File: src/rtl/supply_seq_pkg.sv
// Constants, types and reset values of the supply start-up and fault sequencer
package supply_seq_pkg;
   localparam int CLK_HZ = 200_000_000;
   localparam int MS_CYCLES = CLK_HZ / 1000;
   localparam int INIT_TIME_MS = 2;
   localparam int SW_FREQ_KHZ = 571;
   localparam logic [7:0] INIT_MS = 8'(INIT_TIME_MS);
   // Word offsets of the register file
   localparam logic [5:0] A_CTRL = 6'h00;
   localparam logic [5:0] A_VOUT = 6'h01;
   localparam logic [5:0] A_SSDLY = 6'h02;
   localparam logic [5:0] A_SSRAMP = 6'h03;
   localparam logic [5:0] A_PGDLY = 6'h04;
   localparam logic [5:0] A_PGTOL = 6'h05;
   localparam logic [5:0] A_OVPCT = 6'h06;
   localparam logic [5:0] A_INPUT_LOW_LOCKOUT = 6'h07;
   localparam logic [5:0] A_UVRESP = 6'h08;
   localparam logic [5:0] A_OVRESP = 6'h09;
   localparam logic [5:0] A_STATUS = 6'h0a;
   localparam logic [5:0] A_CEIL = 6'h0b;
   // Limits in mV, ms and percent, reset values and response codes
   localparam logic [11:0] VOUT_MIN_MV = 12'h258;
   localparam logic [12:0] OUTPUT_VOLTAGE_CEILING_MV = 13'he10;
   localparam logic [15:0] INPUT_LOW_LOCKOUT_MIN_MV = 16'h0b22;
   localparam logic [15:0] INPUT_LOW_LOCKOUT_MAX_MV = 16'h3e80;
   localparam logic [7:0] PGDLY_MAX_MS = 8'hc8;
   localparam logic [6:0] PG_TOL_RST = 7'h0a;
   localparam logic [6:0] OV_PCT_RST = 7'h0f;
   localparam logic [6:0] GAIN_RST = 7'h32;
   localparam logic [3:0] RETRY_FOREVER = 4'hf;
   localparam logic [1:0] UV_CONTINUE = 2'h0;
   localparam logic [1:0] UV_DELAY_OFF = 2'h1;
   localparam logic [1:0] UV_SHUTDOWN = 2'h2;
   // Strap table, index 0 is the smallest select resistor
   localparam logic [11:0] VSEL_MV [29] = '{
      12'h258, 12'h28a, 12'h2bc, 12'h2ee, 12'h320, 12'h352, 12'h384, 12'h3b6,
      12'h3e8, 12'h41a, 12'h44c, 12'h47e, 12'h4b0, 12'h4e2, 12'h514, 12'h578,
      12'h5dc, 12'h640, 12'h6a4, 12'h708, 12'h76c, 12'h7d0, 12'h834, 12'h898,
      12'h8fc, 12'h9c4, 12'haf0, 12'hbb8, 12'hce4};
   typedef enum logic [6:0] {
      ST_OFF = 7'h01, ST_PRE = 7'h02, ST_RAMP = 7'h04, ST_COMP = 7'h08,
      ST_PGW = 7'h10, ST_ON = 7'h20, ST_FAULT = 7'h40
   } seq_state_t;
   typedef struct packed {
      logic cyc; logic stb; logic we; logic [7:0] adr; logic [3:0] sel; logic [31:0] dat;
   } wb_req_t;
   typedef struct packed {
      logic ack; logic [31:0] dat;
   } wb_rsp_t;
   typedef struct packed {
      logic hs; logic ls; logic [11:0] ref_mv; logic ac_start; logic [6:0] gain;
      logic sync_out; logic ext_sel;
   } drive_t;
   typedef struct packed {
      seq_state_t st; logic strap_ok; logic [11:0] vsel; logic [11:0] vout_cmd;
      logic bus_on; logic de_en; logic sync_out; logic pg_low; logic ac_en;
      logic [6:0] gain; logic [7:0] ss_dly; logic [7:0] ss_ramp; logic [7:0] pg_dly;
      logic pg_dly_set; logic [6:0] pg_tol; logic [6:0] ov_pct; logic [15:0] input_low_lockout_mv;
      logic [1:0] uv_mode; logic [3:0] uv_retry; logic [7:0] uv_dly; logic ov_mode;
      logic [3:0] ov_retry; logic [17:0] tick_cnt; logic [7:0] ms_cnt; logic [7:0] uv_ms;
      logic [11:0] ref_mv; logic [11:0] start_mv; logic down; logic pg; logic pg_out;
      logic ov_flag; logic uv_flag; logic latched; logic lsh; logic [3:0] used;
      logic hs; logic ls; logic ac_start; logic ack; logic [31:0] rdata;
      logic en_s1; logic en_s2; logic xc_s1; logic xc_s2;
   } seq_regs_t;
   localparam seq_regs_t SEQ_RST = '{st: ST_OFF, ac_en: 1'b1, gain: GAIN_RST,
      pg_tol: PG_TOL_RST, ov_pct: OV_PCT_RST, input_low_lockout_mv: INPUT_LOW_LOCKOUT_MIN_MV,
      uv_mode: UV_SHUTDOWN, uv_retry: RETRY_FOREVER, ov_retry: RETRY_FOREVER,
      vout_cmd: VOUT_MIN_MV, vsel: VOUT_MIN_MV, default: '0};
endpackage

File: src/rtl/supply_startup_fault_sequencer.sv
// Start-up sequencer, output-good and fault responses of a step-down supply
//
// Added by the designer: the Wishbone interface to the registers and the register offsets.
`timescale 1ns/1ps
`default_nettype none
module supply_startup_fault_sequencer #(
   parameter int MS_TICK_CYCLES = supply_seq_pkg::MS_CYCLES
) (
   input wire logic clk_i,
   input wire logic rst_i,
   input wire supply_seq_pkg::wb_req_t wb_i,
   output supply_seq_pkg::wb_rsp_t wb_o,
   input wire logic turn_on_i,
   input wire logic ext_sync_i,
   input wire logic [4:0] voltage_select_resistor_i,
   input wire logic [11:0] output_sense_positive_i,
   input wire logic [15:0] vin_mv_i,
   input wire logic single_phase_i,
   input wire logic light_load_i,
   input wire logic ac_done_i,
   output supply_seq_pkg::drive_t drv_o,
   output logic output_good_flag_o,
   output logic [6:0] state_o
);
   import supply_seq_pkg::*;

   localparam logic [17:0] TICK_LAST = 18'(MS_TICK_CYCLES - 1);
   localparam logic [6:0] RUN_MASK = ST_RAMP | ST_COMP | ST_PGW | ST_ON;

   seq_regs_t s;
   seq_regs_t n;
   logic ms_tick;
   logic enable;
   logic ov_now;
   logic uv_low;
   logic win_ok;
   logic diode_em;
   logic ext_clk;
   logic wr_req;
   logic [12:0] ceil_mv;
   logic [12:0] ceil_lim;
   logic [13:0] ov_lim;
   logic [11:0] tol_mv;
   logic [11:0] diff_mv;
   logic [11:0] lut_mv;
   logic [11:0] ramp_mv;
   logic [19:0] ramp_prod;
   logic [7:0] pre_ms;
   logic [7:0] pg_eff;
   logic [31:0] rd_val;
   logic [31:0] wmask;
   logic [31:0] wv;
   logic [12:0] v13;

   // Shared arithmetic on the registered state
   assign ms_tick = (s.tick_cnt == TICK_LAST);
   assign enable = s.en_s2 | s.bus_on;
   assign ext_clk = s.xc_s2;
   assign lut_mv = (voltage_select_resistor_i > 5'd28) ? VSEL_MV[28]
      : VSEL_MV[voltage_select_resistor_i];
   assign ceil_mv = {1'b0, s.vsel} + 13'(s.vsel / 12'd10);
   assign ceil_lim = (ceil_mv > OUTPUT_VOLTAGE_CEILING_MV) ? OUTPUT_VOLTAGE_CEILING_MV : ceil_mv;
   assign ov_lim = 14'((20'(s.vout_cmd) * (20'd100 + 20'(s.ov_pct))) / 20'd100);
   assign ov_now = {2'b00, output_sense_positive_i} > ov_lim;
   assign uv_low = vin_mv_i < s.input_low_lockout_mv;
   assign tol_mv = 12'((19'(s.ref_mv) * 19'(s.pg_tol)) / 19'd100);
   assign diff_mv = (output_sense_positive_i > s.ref_mv) ? output_sense_positive_i - s.ref_mv
      : s.ref_mv - output_sense_positive_i;
   assign win_ok = diff_mv <= tol_mv;
   // Pre-bias start: fraction of the remaining rise, so total time matches
   assign ramp_prod = 20'(s.vout_cmd - s.start_mv) * 20'(s.ms_cnt);
   assign ramp_mv = (s.ss_ramp == 8'h00) ? s.vout_cmd
      : s.start_mv + 12'(ramp_prod / 20'(s.ss_ramp));
   assign pre_ms = (s.ss_dly > INIT_MS) ? s.ss_dly : INIT_MS;
   assign pg_eff = s.pg_dly_set ? s.pg_dly : s.ss_ramp;
   assign diode_em = s.de_en & single_phase_i & light_load_i;
   assign wr_req = wb_i.cyc & wb_i.stb & ~s.ack;

   // Read mux, also the base for byte-lane merges on writes
   always_comb begin
      rd_val = 32'h0000_0000;
      case (wb_i.adr[7:2])
         A_CTRL: rd_val = {17'h0, s.gain, 3'h0, s.ac_en, s.pg_low, s.sync_out, s.de_en, s.bus_on};
         A_VOUT: rd_val = {20'h0, s.vout_cmd};
         A_SSDLY: rd_val = {24'h0, s.ss_dly};
         A_SSRAMP: rd_val = {24'h0, s.ss_ramp};
         A_PGDLY: rd_val = {23'h0, s.pg_dly_set, pg_eff};
         A_PGTOL: rd_val = {25'h0, s.pg_tol};
         A_OVPCT: rd_val = {25'h0, s.ov_pct};
         A_INPUT_LOW_LOCKOUT: rd_val = {16'h0, s.input_low_lockout_mv};
         A_UVRESP: rd_val = {16'h0, s.uv_dly, 2'h0, s.uv_retry, s.uv_mode};
         A_OVRESP: rd_val = {27'h0, s.ov_retry, s.ov_mode};
         A_STATUS: rd_val = {21'h0, s.st, s.pg, s.ov_flag, s.uv_flag, s.latched};
         A_CEIL: rd_val = {19'h0, ceil_lim};
         default: rd_val = 32'h0000_0000;
      endcase
      wmask = {{8{wb_i.sel[3]}}, {8{wb_i.sel[2]}}, {8{wb_i.sel[1]}}, {8{wb_i.sel[0]}}};
      wv = (rd_val & ~wmask) | (wb_i.dat & wmask);
      v13 = {1'b0, wv[11:0]};
   end

   // Next state: bus writes first, then sequencing, so hardware sets win
   always_comb begin
      n = s;
      n.ack = 1'b0;
      n.ac_start = 1'b0;
      n.en_s1 = turn_on_i;
      n.en_s2 = s.en_s1;
      n.xc_s1 = ext_sync_i;
      n.xc_s2 = s.xc_s1;
      n.tick_cnt = ms_tick ? 18'h0 : s.tick_cnt + 18'h1;
      if (!s.strap_ok) begin
         n.vsel = lut_mv;
         n.vout_cmd = lut_mv;
         n.strap_ok = 1'b1;
      end
      if (wr_req) begin
         n.ack = 1'b1;
         n.rdata = rd_val;
         if (wb_i.we) begin
            case (wb_i.adr[7:2])
               A_CTRL: begin
                  {n.ac_en, n.pg_low, n.sync_out, n.de_en, n.bus_on} = wv[4:0];
                  n.gain = wv[14:8];
                  if (wv[5]) begin
                     n.latched = 1'b0;
                  end
               end
               A_VOUT: begin
                  if (v13 > ceil_lim) begin
                     n.vout_cmd = ceil_lim[11:0];
                  end else if (wv[11:0] < VOUT_MIN_MV) begin
                     n.vout_cmd = VOUT_MIN_MV;
                  end else begin
                     n.vout_cmd = wv[11:0];
                  end
               end
               A_SSDLY: n.ss_dly = wv[7:0];
               A_SSRAMP: n.ss_ramp = wv[7:0];
               A_PGDLY: begin
                  n.pg_dly = (wv[7:0] > PGDLY_MAX_MS) ? PGDLY_MAX_MS : wv[7:0];
                  n.pg_dly_set = 1'b1;
               end
               A_PGTOL: n.pg_tol = wv[6:0];
               A_OVPCT: n.ov_pct = wv[6:0];
               A_INPUT_LOW_LOCKOUT: begin
                  if (wv[15:0] < INPUT_LOW_LOCKOUT_MIN_MV) begin
                     n.input_low_lockout_mv = INPUT_LOW_LOCKOUT_MIN_MV;
                  end else if (wv[15:0] > INPUT_LOW_LOCKOUT_MAX_MV) begin
                     n.input_low_lockout_mv = INPUT_LOW_LOCKOUT_MAX_MV;
                  end else begin
                     n.input_low_lockout_mv = wv[15:0];
                  end
               end
               A_UVRESP: begin
                  {n.uv_dly, n.uv_retry, n.uv_mode} = {wv[15:8], wv[5:0]};
               end
               A_OVRESP: {n.ov_retry, n.ov_mode} = wv[4:0];
               default: n.ack = 1'b1;
            endcase
         end
      end
      // Sequencer; faults are judged on the settings live this cycle
      case (s.st)
         ST_OFF: begin
            n.ms_cnt = 8'h00;
            n.used = 4'h0;
            if (enable && !uv_low) begin
               n.st = ST_PRE;
            end
         end
         ST_PRE: begin
            // Delay never shorter than initialisation
            if (uv_low) begin
               n.ms_cnt = 8'h00;
            end else if (s.ms_cnt >= pre_ms) begin
               n.ms_cnt = 8'h00;
               n.start_mv = output_sense_positive_i;
               n.ref_mv = output_sense_positive_i;
               n.down = output_sense_positive_i > s.vout_cmd;
               if (ov_now) begin
                  n.st = ST_FAULT;
                  n.ov_flag = 1'b1;
                  n.lsh = s.ov_mode & ~ext_clk;
               end else begin
                  n.st = ST_RAMP;
               end
            end else if (ms_tick) begin
               n.ms_cnt = s.ms_cnt + 8'h01;
            end
         end
         ST_RAMP: begin
            if (!s.down) begin
               n.ref_mv = ramp_mv;
            end
            if (ms_tick) begin
               n.ms_cnt = s.ms_cnt + 8'h01;
            end
            if (s.ms_cnt >= s.ss_ramp) begin
               n.ms_cnt = 8'h00;
               if (s.down) begin
                  n.st = ST_ON;
               end else begin
                  n.ref_mv = s.vout_cmd;
                  n.st = s.ac_en ? ST_COMP : ST_PGW;
                  n.ac_start = s.ac_en;
               end
            end
         end
         ST_COMP: begin
            if (ac_done_i) begin
               n.st = ST_ON;
            end
         end
         ST_PGW: begin
            if (!win_ok) begin
               n.ms_cnt = 8'h00;
            end else if (s.ms_cnt >= pg_eff) begin
               n.st = ST_ON;
            end else if (ms_tick) begin
               n.ms_cnt = s.ms_cnt + 8'h01;
            end
         end
         ST_ON: begin
            n.used = 4'h0;
            // Slew toward a new or post-pre-bias target one mV per cycle
            if (s.ref_mv < s.vout_cmd) begin
               n.ref_mv = s.ref_mv + 12'h001;
            end else if (s.ref_mv > s.vout_cmd) begin
               n.ref_mv = s.ref_mv - 12'h001;
            end
         end
         ST_FAULT: begin
            if (!uv_low && !ov_now && !s.latched) begin
               if ((s.ov_flag ? s.ov_retry : s.uv_retry) == RETRY_FOREVER) begin
                  n.st = ST_PRE;
               end else if (s.used < (s.ov_flag ? s.ov_retry : s.uv_retry)) begin
                  n.used = s.used + 4'h1;
                  n.st = ST_PRE;
               end else begin
                  n.latched = 1'b1;
               end
               if (n.st == ST_PRE) begin
                  {n.ov_flag, n.uv_flag, n.lsh, n.ms_cnt} = {3'b000, 8'h00};
               end
            end
         end
         default: n.st = ST_OFF;
      endcase
      // Running faults override the sequence above
      if ((s.st & RUN_MASK) != 7'h00) begin
         if (ov_now) begin
            n.st = ST_FAULT;
            n.ov_flag = 1'b1;
            n.lsh = s.ov_mode & ~ext_clk;
         end else if (uv_low) begin
            if (s.uv_mode == UV_SHUTDOWN) begin
               n.st = ST_FAULT;
               n.uv_flag = 1'b1;
            end else if (s.uv_mode == UV_DELAY_OFF) begin
               if (s.uv_ms >= s.uv_dly) begin
                  n.st = ST_FAULT;
                  n.uv_flag = 1'b1;
                  n.latched = 1'b1;
               end else if (ms_tick) begin
                  n.uv_ms = s.uv_ms + 8'h01;
               end
            end
         end else begin
            n.uv_ms = 8'h00;
         end
      end else begin
         n.uv_ms = 8'h00;
      end
      if (!enable) begin
         n.st = ST_OFF;
         n.latched = 1'b0;
         n.lsh = 1'b0;
      end
      n.pg = (n.st == ST_ON) && win_ok && !ov_now;
      n.pg_out = n.pg ^ n.pg_low;
      n.hs = (n.st & RUN_MASK) != 7'h00;
      n.ls = (n.hs & ~diode_em) | ((n.st == ST_FAULT) & n.lsh);
   end

   // Single state register
   always_ff @(posedge clk_i) begin
      if (rst_i) begin
         s <= SEQ_RST;
      end else begin
         s <= n;
      end
   end

   // Outputs are straight from flops, except drive sync_out, which is gated by ext_clk
   assign wb_o = '{ack: s.ack, dat: s.rdata};
   assign drv_o = '{hs: s.hs, ls: s.ls, ref_mv: s.ref_mv, ac_start: s.ac_start,
      gain: s.gain, sync_out: s.sync_out & ~ext_clk, ext_sel: ext_clk};
   assign output_good_flag_o = s.pg_out;
   assign state_o = s.st;

   chk_vout_ceiling: assert property (@(posedge clk_i) disable iff (rst_i)
      s.strap_ok |-> {1'b0, s.vout_cmd} <= ceil_lim)
      else $error("setpoint above ceiling");
   chk_vout_floor: assert property (@(posedge clk_i) disable iff (rst_i)
      s.vout_cmd >= VOUT_MIN_MV)
      else $error("setpoint below floor");
   chk_delay_drive: assert property (@(posedge clk_i) disable iff (rst_i)
      (s.st == ST_PRE) && $past(s.st == ST_PRE) |-> !s.hs && !s.ls)
      else $error("drivers on during delay");
   chk_pg_window: assert property (@(posedge clk_i) disable iff (rst_i)
      s.pg |-> $past(win_ok) && $past(!ov_now))
      else $error("good outside window");
   chk_ov_drops_pg: assert property (@(posedge clk_i) disable iff (rst_i)
      ov_now && (s.st == ST_ON) |=> !s.pg ##1 !output_good_flag_o ^ s.pg_low)
      else $error("good kept on overvoltage");
   chk_uv_inhibit: assert property (@(posedge clk_i) disable iff (rst_i)
      (s.st == ST_OFF) && uv_low |=> s.st != ST_PRE)
      else $error("start under lockout");
   chk_ext_clk_ov: assert property (@(posedge clk_i) disable iff (rst_i)
      ext_clk && ov_now && ((s.st & RUN_MASK) != 7'h00) && enable |=> !s.lsh)
      else $error("low-side hold with external clock");
   chk_prebias_ov: assert property (@(posedge clk_i) disable iff (rst_i)
      (s.st == ST_PRE) && !uv_low && (s.ms_cnt >= pre_ms) && ov_now && enable
      |=> (s.st == ST_FAULT) && s.ov_flag ##1 !s.hs)
      else $error("turn-on over overvoltage limit");
   chk_comp_pg: assert property (@(posedge clk_i) disable iff (rst_i)
      (s.st == ST_COMP) && ac_done_i && enable && !ov_now && !uv_low |=> s.st == ST_ON)
      else $error("no good after compensation");
   chk_diode_ls: assert property (@(posedge clk_i) disable iff (rst_i)
      (n.st == ST_ON) && diode_em |=> s.hs && !s.ls)
      else $error("low side on in diode emulation");
endmodule
`default_nettype wire

File: config.mk
export PLATFORM = sky130hd
export DESIGN_NAME = supply_startup_fault_sequencer
export DESIGN_NICKNAME = d
export VERILOG_FILES = /design/src/rtl/supply_seq_pkg.sv /design/src/rtl/supply_startup_fault_sequencer.sv
export SDC_FILE = /design/constraint.sdc
export NUM_CORES = 2
export LEC_CHECK = 0
export ABC_AREA = 1
export BUFFER_PORTS_ARGS = -buffer_cell sky130_fd_sc_hd__buf_2
export CORE_ASPECT_RATIO = 2
export CORE_MARGIN = 2
export CORE_UTILIZATION = 60
export CTS_BUF_LIST = sky130_fd_sc_hd__clkbuf_8 sky130_fd_sc_hd__clkbuf_16
export CTS_CLUSTER_SIZE = 20
export DETAILED_ROUTE_END_ITERATION = 6
export GPL_TIMING_DRIVEN = 0
export PLACE_DENSITY_LB_ADDON = 0.15
export SLEW_MARGIN = 20
export SYNTH_ARGS = -nofsm -noshare
export SYNTH_HDL_FRONTEND = slang
export SYNTH_SLANG_ARGS = --single-unit
export TNS_END_PERCENT = 10
File: constraint.sdc
create_clock -name clk_i -period 55.3 [get_ports clk_i]
set_input_delay 11.06 -clock clk_i [delete_from_list [all_inputs] [get_ports clk_i]]
set_output_delay 11.06 -clock clk_i [all_outputs]
set_load 0.05 [all_outputs]
======== Word-level counts from Yosys, hierarchy flattened ========
Memories as Yosys holds them, arrays and structs flattened.
Cells that the tools add are included.
W data, S select, Z words.
storage, ports and cells
  register bits after elaboration ......... 227
  ROM bits ................................ 384
  input port bits ......................... 87
  output and inout port bits .............. 65
  word-level logic and storage cells ...... 286
  memories ................................ 1
cells by class
  add/subtract/negate cells ............... 12
  $mul .................................... 3
  divide/modulo/power cells ............... 4
  order comparisons ....................... 21
  equal/unequal tests ..................... 37
  mux-type cells .......................... 105
  bitwise logic cells ..................... 25
  reductions and logical operators ........ 34
memory list
  name              words  bits a word  rd ports  clocked after memory_dff  write ports  line                                  text
  (name not given)  32     12           1         0                         0            supply_startup_fault_sequencer.sv:60  : VSEL_MV[voltage_select_resistor_i];
operators with widths
  kind                     count
  $mux W98                 2
  $pmux W16 S12            1
  $mux W12                 15
  $mux W7                  22
  $mux W8                  19
  $mux W25                 2
  $pmux W7 S7              1
  $mux W16                 3
  $pmux W8 S5              1
  $gt A12 B12 Y1           3
  $pmux W12 S3             1
  $mux W33                 1
  $and A16 B16 Y16         2
  $ge A8 B8 Y1             4
  $reduce_and A3 Y1        10
  $eq A6 B3 Y1 const B     4
  $eq A6 B4 Y1 const B     4
  $sub A12 B12 Y12         2
  $div A20 B7 Y20 const B  1
  $div A20 B8 Y20          1
  $mul A12 B8 Y20          1
  $mul A13 B9 Y20          1
  $div A19 B7 Y19 const B  1
  $mul A12 B7 Y19          1
  69 further kinds         138

======== Depth between registers and ports, before layout ========
  depth in word-level cells ............... 24
  depth in mapped cells ................... 319

======== Worst setup path after synthesis ========
OpenSTA, ideal clock, no wires.
  path type ............................... register to register
  from .................................... register s[52] in the netlist's numbering
  to ...................................... register s, in the netlist drv_o[21]
  setup time .............................. 74 ps
  arrival time ............................ 42,406 ps
  data required time ...................... 55,226 ps
  path slack .............................. 12,819 ps
  cell stages (with the launch flop) ...... 303
  path buffers ............................ 13
  period minus slack after synthesis ...... 42,481 ps
  path through ............................ dfxtp_1 > inv_1 > ha_1 > nand2_1 > nor2_1 > a211oi_1 > inv_1 > nand2_1 > nand2_1 > a21oi_1 > or2_2 > nand2_1 > a21oi_1 > o21bai_1 > a21oi_1 > inv_1 > a21oi_1 > inv_1 > [267 not listed] > a21oi_1 > o21bai_1 > a21oi_1 > nor2_1 > o21ai_0 > nand2_1 > a21oi_1 > nor2_1 > nor2_1 > o21bai_1 > nand2_1 > nand2_1 > a21oi_1 > xor2_1 > xor2_1 > o21ai_0 > o2111ai_1 > a31oi_1
between the ends
  cells in the longest elaborated chain, start to end .. 9
ends and longest elaborated chain
  what                      line                                   text
  start: declaration        supply_startup_fault_sequencer.sv:30   seq_regs_t s;
  start signal: assignment  supply_startup_fault_sequencer.sv:291  s <= n;
  $sub A12 B12 Y13          supply_startup_fault_sequencer.sv:71   assign ramp_prod = 20'(s.vout_cmd - s.start_mv) * 20'(s.ms_cnt);
  $mul A13 B9 Y20           supply_startup_fault_sequencer.sv:71
  $div A20 B8 Y20           supply_startup_fault_sequencer.sv:73   : s.start_mv + 12'(ramp_prod / 20'(s.ss_ramp));
  $add A12 B12 Y12 (*)      supply_startup_fault_sequencer.sv:73
  $mux W12 (*)              supply_startup_fault_sequencer.sv:72   assign ramp_mv = (s.ss_ramp == 8'h00) ? s.vout_cmd
  $mux W12 (*)              supply_startup_fault_sequencer.sv:193  if (!s.down) begin
  $mux W12                  supply_startup_fault_sequencer.sv:201  if (s.down) begin
  $mux W12 (*)              supply_startup_fault_sequencer.sv:199  if (s.ms_cnt >= s.ss_ramp) begin
  $pmux W12 S3 (*)          supply_startup_fault_sequencer.sv:164  case (s.st)
Mark *: on every way between the ends. The rest lies on a longest branch, timed or not.
A chain may end at the register's enable or synchronous reset.

======== Final worst setup path ========
  from .................................... register s[196] in the netlist's numbering
  to ...................................... register s, in the netlist drv_o[21]
between the ends
  cells in the longest elaborated chain, start to end .. 9
  elaborated cells on any way between the ends .. 14
  classes of those cells .................. add/sub: 2; mul: 1; div: 1; order compare: 2; eq/ne: 1; mux: 6; reduce/logical: 1
ends and longest elaborated chain
  what              line
  $sub A12 B12 Y13  supply_startup_fault_sequencer.sv:71
  $mul A13 B9 Y20   supply_startup_fault_sequencer.sv:71
  $div A20 B8 Y20   supply_startup_fault_sequencer.sv:73
  $add A12 B12 Y12  supply_startup_fault_sequencer.sv:73
  $mux W12          supply_startup_fault_sequencer.sv:72
  $mux W12          supply_startup_fault_sequencer.sv:193
  $mux W12          supply_startup_fault_sequencer.sv:201
  $mux W12          supply_startup_fault_sequencer.sv:199
  $pmux W12 S3      supply_startup_fault_sequencer.sv:164
Several ways; a longest one is shown, not always the timed one.

==> impl_metrics.env <==
export IMPL_tritoncts="built"
export IMPL_io_buffers=113
export IMPL_overflow=0
export IMPL_status="complete, no violations"
export IMPL_min_delay_start="n[0]"
export IMPL_initial_core_util_pct=60.31
export IMPL_grt_start_max_net_pins=24
export IMPL_drt_iter0_drc=2111
export IMPL_cp_slowest_cell="clkbuf_1"
export IMPL_synth_top_area_share_pct=14.64
export IMPL_hp_class="reg2reg"
export IMPL_r2r_slack_ns=5.33
export IMPL_htreeDepth=1
export IMPL_ys_types=80
export IMPL_die_x_um=180.0
export IMPL_synthAdderAreaFrac_pct=25.08
export IMPL_reg2reg_to="drv_o[21]"
export IMPL_grt_pass1_wl_um=193400
export IMPL_synth_xor_area_share_pct=4.569
export IMPL_ys_seq_elements=210
export IMPL_finalWirelength_um=123700
export IMPL_synth_edf_count=0
export IMPL_path_clk_slew_ns=0.07
export IMPL_final_cell_mix="nand2_1 (1248), inv_1 (1015), nor2_1 (475)"
export IMPL_fin_nets=6636
export IMPL_grtUsageTotal_pct=37.83
export IMPL_yosysWarnings=0
export IMPL_rsz0062_at_grt="no"
export IMPL_cp_end_kind="flip-flop"
export IMPL_drc=0
export IMPL_antenna_found_initial=5
export IMPL_yosysSeqAreaShare_pct=11.31
export IMPL_post_synth_instance_area_mm2=0.03719
export IMPL_whs_path_depth=2
export IMPL_cts_buffers=20
export IMPL_insertion_delay_ns=0.54
export IMPL_crit_arrival_ns=50.43
export IMPL_drive_above_1_share_pct=7.937
export IMPL_cp_max_fo=14
export IMPL_relSlewSlack_pct=17.19
export IMPL_wl_per_cell_um=18.40
export IMPL_fp_row_count=129
export IMPL_startpoint="s[196]"
export IMPL_r2r_cells=288
export IMPL_startpoint_type="flip-flop"
export IMPL_viasPerCell=5.801
export IMPL_crit_top_cell="nand2_1"
export IMPL_tightest_slew_ns=1.234
export IMPL_drt_pre_antenna_iters=6
export IMPL_min_period_ns=49.97
export IMPL_boundaryPins=152
export IMPL_post_route_period_util_pct=90.36
export IMPL_yosysTopAreaCell="ha_1"
export IMPL_tns_ns=0
export IMPL_die_y_um=356.1
export IMPL_synth_flop_cell="dfxtp_1"
export IMPL_clkSinkCount=210
export IMPL_slowest_delay_ns=0.55
export IMPL_r2r_start="s[196]"
export IMPL_synth_area_leaders="ha_1 (15%), nand2_1 (13%), dfxtp_1 (11%), fa_1 (10%), inv_1 (10%)"
export IMPL_synth_compound_area_share_pct=16.36
export IMPL_ctsHoldBuffers=0
export IMPL_grt_pass1_vias=39000
export IMPL_finalSetupViolCount=0
export IMPL_worstSetupPathType="reg2reg"
export IMPL_final_hold_viol_count=0
export IMPL_fp_coreArea_mm2=0.06166
export IMPL_fmax_mhz=20.01
export IMPL_postRouteAntennaNets=0
export IMPL_worst_hold_path_endpoint="ext_clk"
export IMPL_required_ns=55.77
export IMPL_via_count=39010
export IMPL_syn_mean_instance_area_um2=6.446
export IMPL_synthMuxAreaShare_pct=0.1649
export IMPL_synthToLayoutAreaGrowth_pct=6.268
export IMPL_skew_ns=0.02345
export IMPL_netlist_instances=5769
export IMPL_synth_top_family_by_area="simple AND/OR/NAND/NOR gates"
export IMPL_async_flop_share_pct=0
export IMPL_detailed_place_hpwl_um=104000
export IMPL_report_final_slew_viol_count=0
export IMPL_clockBufferDepth=3
export IMPL_final_common_cell="nand2_1"
export IMPL_design_die_area_mm2=0.06411
export IMPL_synth_simple_area_share_pct=29.25
export IMPL_cts_root_buf="clkbuf_16"
export IMPL_maxCapViolCount=0
export IMPL_globalplace_congestion=1.039
-- per-layer routing --
| metal | track usage (%) | vias up | part of all wire (%) |
|---|---|---|---|
| met1 | 33.05 | 18090 | 32 |
| li1 | - | 18920 | - |
| met2 | 72.55 | 1344 | 52 |
| met4 | 36.19 | 2 | 11 |
| met3 | 5.294 | 658 | 5.0 |
| met5 | 0 | - | 0.012 |
-- per-stage QoR --
stage / utilization (%) / instances / hold WS, ns / area, um2 / setup slack [ns]
2_1_floorplan: - / 5784 / 0.3883 / 37240 / 12.82
6_report: 64.09 / 6724 / 0.4041 / 39520 / 5.333
3_5_place_dp: 62.94 / 6684 / 0.3951 / 38810 / 3.922
4_1_cts: 63.99 / 6720 / 0.4079 / 39450 / 3.799
5_1_grt: 64.08 / 6721 / 0.4199 / 39510 / 0.009472
3_3_place_gp: 62.91 / 6683 / 0.3913 / 38790 / 4.898
-- cells by family after synthesis --
| family | Yosys count |
|---|---|
| adder cells (fa/ha/maj) | 629 |
| other | 1 |
| AO/OA/AOI/OAI | 1057 |
| flip-flops | 210 |
| multiplexers | 6 |
| buffers and inverters | 1237 |
| XOR/XNOR | 194 |
| AND/OR/NAND/NOR | 2435 |
-- Yosys cell counts (all sizes together), types with 9 or more instances --
cell and n:
o21bai 32, a221oi 20, a21oi 385, clkinv 18, nand3 336, o211ai 25
clkbuf 107, inv 1036, o31ai 14, nand2 1347, o21ai 401, a31oi 31
or2 31, a211oi 24, o22ai 17, nand4 102, o221ai 10, o21a 28
nor2 503, o2111ai 9, dfxtp 210, xnor2 47, xor2 147, nor3b 13
a21o 21, nor4 16, nor3 57, nand3b 20, fa 194, buf 76
ha 435
-- timing repair --
action / in CTS / in global routing
setup endpoints to repair: 0 / 12
setup buffers: 0 / 2
gates resized for setup: 0 / 12
endpoints found under the hold margin: 0 / 0
-- cell type report --
cell class | count | area [um2]
Timing Repair Buffer | 116 | 585.6
Buffer | 181 | 969.7
Inverter | 1054 | 3965
Tap cell | 786 | 983.4
Antenna cell | 4 | 10.01
Multi-Input combinational cell | 4337 | 28160
Sequential cell | 210 | 4204
Clock inverter | 13 | 88.84
Clock buffer | 23 | 553.0
Fill cell | 6052 | 22140
-- registers in the layout, indices dropped and copies added, names as in the netlist --
name,cells
s,160
n,2
drv_o,22
ext_clk,1
wb_o,17
output_good_flag_o,1
state_o,7
-- worst max-delay path, delay by kind of cell, from the launching register on --
kind | cells | cell delay (ns)
AND/OR/NAND/NOR | 100 | 12.67
buffers and inverters | 48 | 7.10
flip-flops | 1 | 0.43
adder cells (fa/ha/maj) | 27 | 9.36
AO/OA/AOI/OAI | 110 | 19.55
XOR/XNOR | 3 | 0.65
-- worst max-delay path by stage --
stage	slack [ns]	to	cells past startpoint
2_1_floorplan	12.82	drv_o[21]	302
3_3_place_gp	4.90	drv_o[21]	286
3_5_place_dp	3.92	drv_o[21]	286
4_1_cts	3.80	drv_o[21]	286
5_1_grt	0.009	drv_o[21]	304
6_report	5.33	drv_o[21]	288
Power is left out: the tool's default activity adds up to more than one toggle a clock period on the data nets, which glitch-free logic cannot reach.
